### src/design/txf_defs.vh
// Purpose: Constants shared by the transmit buffer and formatter design files.
// Assumes: Included by bare name from the formatter design file and the bench; the storage file does not include it.
// Notes:   Definitions only.
`ifndef TXF_DEFS_VH
`define TXF_DEFS_VH

// ****************************************
// Buffer geometry
// ****************************************
`define TXF_DEPTH        256
`define TXF_AW           8
`define TXF_WIDTH        14
`define TXF_HALF         9'h080

// ****************************************
// Buffer entry layout
// ****************************************
`define TXF_F_MARK       13
`define TXF_F_VIOL       12
`define TXF_F_SPEC       11
`define TXF_F_RSVD       10
`define TXF_F_DATA_HI    9

// ****************************************
// Register map and fields
// ****************************************
`define TXF_OFF_CTRL     12'h000
`define TXF_OFF_STATUS   12'h004
`define TXF_CTRL_BUFEN   0
`define TXF_CTRL_ENCEN   1
`define TXF_CTRL_PACK    2
`define TXF_CTRL_CONV    3
`define TXF_CTRL_RESET   4'h0

// ****************************************
// Special character codes, y in [7:5], x in [4:0]
// ****************************************
`define TXF_K_VIOL       8'he0
`define TXF_K_FILL       8'h05
`define TXF_K_SOC        8'h08
`define TXF_K_EXT        8'h09
`define TXF_K_ADDR       8'h0a

// ****************************************
// Read-side states
// ****************************************
`define TXF_ST_IDLE      2'h0
`define TXF_ST_DATA      2'h1
`define TXF_ST_FILL      2'h2

`endif

### src/design/txf_formatter.v
// Purpose: Transmit buffer with host write port, status flags and character formatter/packer.
// Assumes: host_write_clock and reference_clock are one-cycle enables synchronous to pclk.
// Notes:   Encoder output is an 8-bit character plus special flag, at most one per reference tick.
`timescale 1ns/1ps
`default_nettype none
`include "txf_defs.vh"

module txf_formatter #(
   parameter WIDTH = `TXF_WIDTH,
   parameter DEPTH = `TXF_DEPTH,
   parameter AW    = `TXF_AW
) (
   input  wire        pclk,
   input  wire        presetn,
   input  wire [11:0] paddr,
   input  wire        psel,
   input  wire        penable,
   input  wire        pwrite,
   input  wire [31:0] pwdata,
   output reg  [31:0] prdata,
   output reg         pready,
   output reg         pslverr,
   input  wire        host_write_clock,
   input  wire        address_match_n,
   input  wire        tx_write_enable,
   input  wire [9:0]  tx_parallel_in,
   input  wire        special_char_select,
   input  wire        violation_force,
   input  wire        marker_bit,
   output reg         buffer_full_flag,
   output reg         buffer_half_flag,
   output reg         buffer_empty_flag,
   input  wire        reference_clock,
   output reg  [7:0]  enc_data,
   output reg         enc_special,
   output reg         enc_valid
);

   // ****************************************
   // Register file
   // ****************************************
   reg  [3:0]       ctrl;
   reg  [AW:0]      wr_ptr;
   reg  [AW:0]      rd_ptr;
   reg  [1:0]       state;
   reg  [2:0]       phase;
   wire [AW:0]      count = wr_ptr - rd_ptr;
   wire             buffer_bypass_n = ctrl[`TXF_CTRL_BUFEN];
   wire             encoder_en = ctrl[`TXF_CTRL_ENCEN];
   wire             pack_en = ctrl[`TXF_CTRL_PACK];
   wire             interface_convention_sel = ctrl[`TXF_CTRL_CONV];
   wire             full = (count == DEPTH[AW:0]);
   wire             empty = (count == {(AW+1){1'b0}});
   wire             half = (count >= `TXF_HALF);
   wire             apb_setup = psel & ~penable;
   wire             apb_write = psel & penable & pready & pwrite;
   wire             hit_ctrl = (paddr == `TXF_OFF_CTRL);
   wire             hit_status = (paddr == `TXF_OFF_STATUS);

   always @(posedge pclk or negedge presetn) begin
      if (!presetn) begin
         ctrl    <= `TXF_CTRL_RESET;
         prdata  <= 32'h0000_0000;
         pready  <= 1'b0;
         pslverr <= 1'b0;
      end else begin
         pready <= apb_setup;
         if (apb_setup) begin
            pslverr <= ~(hit_ctrl | hit_status);
            if (pwrite) begin
               prdata <= 32'h0000_0000;
            end else if (hit_ctrl) begin
               prdata <= {28'h000_0000, ctrl};
            end else if (hit_status) begin
               // Status word: phase, state, the three true-sense levels and the live count.
               prdata <= {9'h000, phase, 2'h0, state, 1'b0, full, half, empty, {(12-AW-1){1'b0}}, count};
            end else begin
               prdata <= 32'h0000_0000;
            end
         end else begin
            // Read data and error response stand for the access cycle only.
            prdata  <= 32'h0000_0000;
            pslverr <= 1'b0;
         end
         if (apb_write && hit_ctrl) begin
            ctrl <= pwdata[3:0];
         end
      end
   end

   // ****************************************
   // Host write side
   // ****************************************
   reg              selected;
   reg              wr_pend;
   wire             we_active = interface_convention_sel ? tx_write_enable : ~tx_write_enable;
   wire [WIDTH-1:0] in_word = {marker_bit, violation_force, special_char_select, 1'b0, tx_parallel_in};
   // Selection lasts while the enable stays active, so a burst needs the match only once.
   wire             sel_now = selected | ~address_match_n;
   wire             wr_req = interface_convention_sel ? wr_pend : (sel_now & we_active);
   wire             do_write = host_write_clock & buffer_bypass_n & wr_req & ~full;
   // Both conventions store the word present at the writing tick; cascade only delays the enable.
   wire [WIDTH-1:0] wr_word = in_word;

   always @(posedge pclk or negedge presetn) begin
      if (!presetn) begin
         selected <= 1'b0;
         wr_pend  <= 1'b0;
         wr_ptr   <= {(AW+1){1'b0}};
      end else if (host_write_clock) begin
         if (!we_active) begin
            selected <= ~address_match_n;
         end else if (!address_match_n) begin
            selected <= 1'b1;
         end
         wr_pend <= sel_now & we_active;
         if (do_write) begin
            wr_ptr <= wr_ptr + 1'b1;
         end
      end
   end

   // Reset shows the flags idle in the default active-low convention.
   // flags on host tick
   always @(posedge pclk or negedge presetn) begin
      if (!presetn) begin
         buffer_full_flag  <= 1'b1;
         buffer_half_flag  <= 1'b1;
         buffer_empty_flag <= 1'b0;
      end else if (host_write_clock) begin
         buffer_full_flag  <= full ^ ~interface_convention_sel;
         buffer_half_flag  <= half ^ ~interface_convention_sel;
         buffer_empty_flag <= empty ^ ~interface_convention_sel;
      end
   end

   // ****************************************
   // Storage
   // ****************************************
   wire [WIDTH-1:0] head;
   reg              settled;

   txf_mem #(
      .WIDTH (WIDTH),
      .DEPTH (DEPTH),
      .AW    (AW)
   ) u_mem (
      .pclk    (pclk),
      .wr_en   (do_write),
      .wr_addr (wr_ptr[AW-1:0]),
      .wr_data (wr_word),
      .rd_addr (rd_ptr[AW-1:0]),
      .rd_data (head)
   );

   // ****************************************
   // Read-side formatter and packer
   // ****************************************
   // The registered read port lags the pointers by one cycle, so a head entry is
   // trusted only once no pointer or write has moved in the previous cycle.
   // A limitation: after a pop a reference tick two cycles later loses its slot, and one a cycle later reuses the stale head.
   reg  [7:0]       carry;
   reg  [7:0]       hold;
   reg              pop;
   wire             avail = ~empty & settled & buffer_bypass_n;
   wire             fmt_on = buffer_bypass_n & encoder_en;
   wire             packing = pack_en & buffer_bypass_n;
   wire [2:0]       combo = {head[`TXF_F_MARK], head[`TXF_F_SPEC], head[`TXF_F_VIOL]};
   wire [9:0]       hd = head[`TXF_F_DATA_HI:0];

   always @(posedge pclk or negedge presetn) begin
      if (!presetn) begin
         settled <= 1'b0;
      end else begin
         settled <= ~(pop | do_write);
      end
   end

   always @(posedge pclk or negedge presetn) begin
      if (!presetn) begin
         rd_ptr      <= {(AW+1){1'b0}};
         state       <= `TXF_ST_IDLE;
         phase       <= 3'h0;
         carry       <= 8'h00;
         hold        <= 8'h00;
         pop         <= 1'b0;
         enc_data    <= 8'h00;
         enc_special <= 1'b0;
         enc_valid   <= 1'b0;
      end else begin
         pop       <= 1'b0;
         enc_valid <= 1'b0;
         if (reference_clock) begin
            case (state)
               `TXF_ST_DATA: begin
                  enc_data    <= hold;
                  enc_special <= 1'b0;
                  enc_valid   <= 1'b1;
                  state       <= `TXF_ST_IDLE;
               end
               `TXF_ST_FILL: begin
                  enc_data    <= `TXF_K_FILL;
                  enc_special <= 1'b1;
                  enc_valid   <= 1'b1;
                  phase       <= 3'h0;
                  state       <= `TXF_ST_IDLE;
               end
               `TXF_ST_IDLE: begin
                  if (packing) begin
                     if (phase == 3'h4) begin
                        enc_data    <= carry;
                        enc_special <= 1'b0;
                        enc_valid   <= 1'b1;
                        carry       <= 8'h00;
                        phase       <= 3'h0;
                     end else if (avail) begin
                        rd_ptr      <= rd_ptr + 1'b1;
                        pop         <= 1'b1;
                        enc_special <= 1'b0;
                        enc_valid   <= 1'b1;
                        phase       <= phase + 3'h1;
                        case (phase)
                           3'h0: begin
                              enc_data <= hd[7:0];
                              carry    <= {6'h00, hd[9:8]};
                           end
                           3'h1: begin
                              enc_data <= {hd[5:0], carry[1:0]};
                              carry    <= {4'h0, hd[9:6]};
                           end
                           3'h2: begin
                              enc_data <= {hd[3:0], carry[3:0]};
                              carry    <= {2'h0, hd[9:4]};
                           end
                           default: begin
                              enc_data <= {hd[1:0], carry[5:0]};
                              carry    <= hd[9:2];
                           end
                        endcase
                     end else if (empty && phase != 3'h0) begin
                        // Only a dry buffer pads; a head still settling after a write waits a tick.
                        // pad partial group
                        enc_data    <= carry;
                        enc_special <= 1'b0;
                        enc_valid   <= 1'b1;
                        carry       <= 8'h00;
                        state       <= `TXF_ST_FILL;
                     end
                  end else if (avail) begin
                     rd_ptr    <= rd_ptr + 1'b1;
                     pop       <= 1'b1;
                     enc_valid <= 1'b1;
                     hold      <= hd[7:0];
                     if (!fmt_on) begin
                        enc_data    <= hd[7:0];
                        enc_special <= head[`TXF_F_SPEC];
                     end else begin
                        case (combo)
                           3'b000, 3'b010: begin
                              enc_data    <= hd[7:0];
                              enc_special <= head[`TXF_F_SPEC];
                           end
                           3'b100: begin
                              enc_data    <= `TXF_K_SOC;
                              enc_special <= 1'b1;
                              state       <= `TXF_ST_DATA;
                           end
                           3'b110: begin
                              enc_data    <= `TXF_K_EXT;
                              enc_special <= 1'b1;
                              state       <= `TXF_ST_DATA;
                           end
                           3'b111: begin
                              enc_data    <= `TXF_K_ADDR;
                              enc_special <= 1'b1;
                              state       <= `TXF_ST_DATA;
                           end
                           default: begin
                              enc_data    <= `TXF_K_VIOL;
                              enc_special <= 1'b1;
                           end
                        endcase
                     end
                  end
               end
               default: begin
                  state <= `TXF_ST_IDLE;
               end
            endcase
         end
      end
   end

endmodule

`default_nettype wire

### src/design/txf_mem.v
// Purpose: Simple dual-port storage for the transmit buffer.
// Assumes: One clock; read data registered.
// Notes:   Storage has no reset; validity is tracked by the pointers.
`timescale 1ns/1ps
`default_nettype none

module txf_mem #(
   parameter WIDTH = 14,
   parameter DEPTH = 256,
   parameter AW    = 8
) (
   input  wire             pclk,
   input  wire             wr_en,
   input  wire [AW-1:0]    wr_addr,
   input  wire [WIDTH-1:0] wr_data,
   input  wire [AW-1:0]    rd_addr,
   output reg  [WIDTH-1:0] rd_data
);

   reg [WIDTH-1:0] store [0:DEPTH-1];

   always @(posedge pclk) begin
      if (wr_en) begin
         store[wr_addr] <= wr_data;
      end
      rd_data <= store[rd_addr];
   end

endmodule

`default_nettype wire

### config.mk
export PLATFORM = sky130hd
export DESIGN_NAME = txf_formatter
export DESIGN_NICKNAME = d
export VERILOG_FILES = /design/src/design/txf_formatter.v /design/src/design/txf_mem.v
export VERILOG_INCLUDE_DIRS = /design/src /design/src/design
export SDC_FILE = /design/constraint.sdc
export NUM_CORES = 2
export LEC_CHECK = 0
export BUFFER_PORTS_ARGS = -buffer_cell sky130_fd_sc_hd__buf_2
export CAP_MARGIN = 15
export CORE_ASPECT_RATIO = 1.25
export CORE_MARGIN = 2
export CORE_UTILIZATION = 50
export DETAILED_ROUTE_END_ITERATION = 6
export GPL_ROUTABILITY_DRIVEN = 0
export PLACE_DENSITY = 0.73
export SYNTH_ARGS = -nofsm -noshare
export SYNTH_HDL_FRONTEND = slang
export SYNTH_SLANG_ARGS = --single-unit
### constraint.sdc
create_clock -name pclk -period 6.24 [get_ports pclk]
set_input_delay 1.248 -clock pclk [delete_from_list [all_inputs] [get_ports pclk]]
set_output_delay 1.248 -clock pclk [all_outputs]
set_load 0.005 [all_outputs]
==> flow_summary.ini <==
[clock_network]
tritoncts = done
cts_hold_buffers = 0
clkLatencyLatePin_ps = 880
cts_buffer_depth = 4
postCtsResizedCells = 0
cts_buffers = 312
h-tree-depth = 5
cts.sinks = 3420
cts_setup_buffers = 0
cts.clk_slew.worst_paths_ps = 60
clock-root-buffer = clkbuf_16

[sta]
setup_ws_ps = 850.3
fmax_mhz = 185.5
finalCriticalPeriod_ps = 5390
fin_skew_ps = 51.18
worstMarginPinSlew_ps = 1359
setup_viol = 0
rsz0062_at_grt = false
final_hold_viol_count = 0
slew_violations = 0
relSlewSlack_pct = 9.376
setup_tns_ps = 0
fin_crit_sh_pct = 86.37

[worst_setup_path]
cp_data_required_time_ps = 6820
rrSetupSlack_ps = 850
rr_worst_depth = 10
start_kind = flip-flop
crit_fanout = 24
path_class = reg -> reg
reg2reg_from = rd_ptr[4]
worstSetupEndpointType = flip-flop
crit_arrival_ps = 5970
r2r_end = u_mem.store[54][3]

[final_layout]
layout_commonest_cell = edfxtp_1
syn2layout_area_growth_pct = 12.40
finalNetCount = 6095
final_cell_mix = edfxtp_1 (3,328), mux4_2 (1,089), buf_4 (339)
final_cells = 9762
drive_above_1_share_pct = 32.28
fillers = 18387

[power]
comb_power_share_pct = 1.7
pwr-share-clk_pct = 41.9
p_int_mw = 35.96
ir_drop_mv = 0.3033
switchingPower_mw = 8.797
power_density_nw_per_um2 = 301.2
p_sw_share_pct = 19.65
p_leak_nw = 46.47
seqPwrFrac_pct = 56.4

[detailed_routing]
antenna_left = 0
vias_per_cell = 6.263
wirelength_um = 307800
first_pass_iters = 6
drt-initial-drc-count = 8009
vias = 61139
drc = 0
wl_per_cell_um = 31.53

[min_path]
min_path_type = reg -> reg
min_from = pop
whs_endpoint = settled
hold_depth = 1

[floorplan]
design.core.area_um2 = 263700
rows = 211
io_pins = 113
die_h_um = 578.9
dieArea_um2 = 268500
start_util_pct = 50.12
die_w_um = 463.9

[yosys]
postSynth.asyncResetShare_pct = 2.310
ys_seq_elements = 3420
ys.flop_type = edfxtp_1
seq_area_frac_synth_pct = 77.29
synthDistinctLibCells = 66
synth_edf_count = 3328
synth_area_per_cell_um2 = 23.70
netlist_area_um2 = 132200
yosys_warnings = 0
synthCells = 5577

[grt]
grt_usage_pct = 22.85
globalRouteOverflowTotal = 0
antenna_found_initial = 9
grt_pass1_wl_um = 445400
grt_max_degree = 209
grt_pass1_vias = 62336

[placed_design]
place_inst = 9203
dp_hpwl_um = 178100
portBuffers = 69
pre_cts_ws_ps = 935.9

[job]
maxCapViolations = 0

[outcome]
status = finished, final reports clean
## worst max path at each step
stage,startpoint,to,slack (ps),cells after the start
after detailed placement,address_match_n,u_mem.store[54][3],940,8
after CTS,rd_ptr[4],u_mem.store[54][9],960,10
after global routing,rd_ptr[4],u_mem.store[54][9],680,10
after global placement,address_match_n,u_mem.store[54][3],1020,8
after floorplan,rd_ptr[1],u_mem.store[219][0],1630,16
final,rd_ptr[4],u_mem.store[54][3],850,10
## cell families (layout without fill, tap and decap cells)
group / after synthesis / count (layout) / share of synthesized area (%)
AND/OR/NAND/NOR: 504 / 504 / 1.624
other: 1 / 21 / 0.002837
AO/OA/AOI/OAI: 148 / 148 / 0.7790
flip-flops: 3420 / 3420 / 77.29
multiplexers: 1115 / 1115 / 18.77
buffers and inverters: 342 / 993 / 1.145
XOR/XNOR: 24 / 24 / 0.1590
adder cells (fa/ha/maj): 23 / 23 / 0.2234
## worst max-delay path, stage by stage (launching register included)
cell and delay, ps:
dfrtp_1 490, inv_4 500, ha_1 420, and2_1 180, o211ai_1 100, mux2i_1 370, nor2_1 260, a31oi_4 810
nand3_2 600, nor2_1 990, buf_4 320
## Yosys cell counts, types with 23 or more instances
library cell  number  area share [%]
a22oi_1           25            0.14
nand2_1           73            0.21
nand3_1           47            0.18
a21oi_1           36            0.14
clkbuf_1         163            0.46
buf_2            115            0.44
dfrtp_1           77             1.5
buf_1             26           0.074
mux4_2          1089              19
mux2_2            23            0.20
edfxtp_1        3328              76
nor2_1           315            0.89
## layer usage
metal / part of all wire, % / GRT usage (%) / vias up / routed length [µm]
li1: - / - / 24603 / -
met1: 36 / 29.91 / 32790 / 111700
met2: 50 / 38.00 / 3111 / 154700
met3: 8.6 / 4.146 / 629 / 26540
met4: 4.8 / 9.804 / 6 / 14780
met5: 0.016 / 0 / - / 49
## per-stage QoR
| step | total power [mW] | area, µm² | util (%) | hold WS [ps] |
|---|---|---|---|---|
| after floorplan | 26.00 | 132200 | - | 378.5 |
| after global placement | 26.46 | 138600 | 52.56 | 380.1 |
| after detailed placement | 26.51 | 138700 | 52.57 | 382.9 |
| after CTS | 45.00 | 148500 | 56.31 | 392.5 |
| after global routing | 45.90 | 148600 | 56.33 | 402.9 |
| final | 44.76 | 148600 | 56.34 | 403.7 |
## state kept, by name (all words and copies together) (netlist names), 3 cells and up
| register | cells |
|---|---|
| carry | 8 |
| u_mem.rd_data | 13 |
| prdata | 17 |
| enc_data | 8 |
| ctrl | 4 |
| hold | 8 |
| phase | 3 |
| rd_ptr | 9 |
| wr_ptr | 9 |
| u_mem.store | 3328 |
## power groups by stage
| stage | clock network [mW] | registers, mW | logic, mW |
|---|---|---|---|
| after floorplan | 0 | 25.7 | 0.272 |
| after detailed placement | 0 | 25.7 | 0.771 |
| final | 18.7 | 25.2 | 0.772 |
| after global routing | 19.8 | 25.2 | 0.845 |
| after CTS | 19.0 | 25.2 | 0.772 |
| after global placement | 0 | 25.7 | 0.724 |
## layout make-up
cell class              instances  area, µm²  share of cell area [%]
flip-flops and latches       3420     102200                   68.78
clock inverters               163       1521                   1.024
clock buffers                 387       8351                   5.620
inverters                      18      77.57                 0.05221
multi-input cells            1829      28650                   19.28
repair buffers                425       3381                   2.275
diodes                          6      15.01                 0.01011
well taps                    3514       4397                   2.959
(Power assumes the default switching activity.)
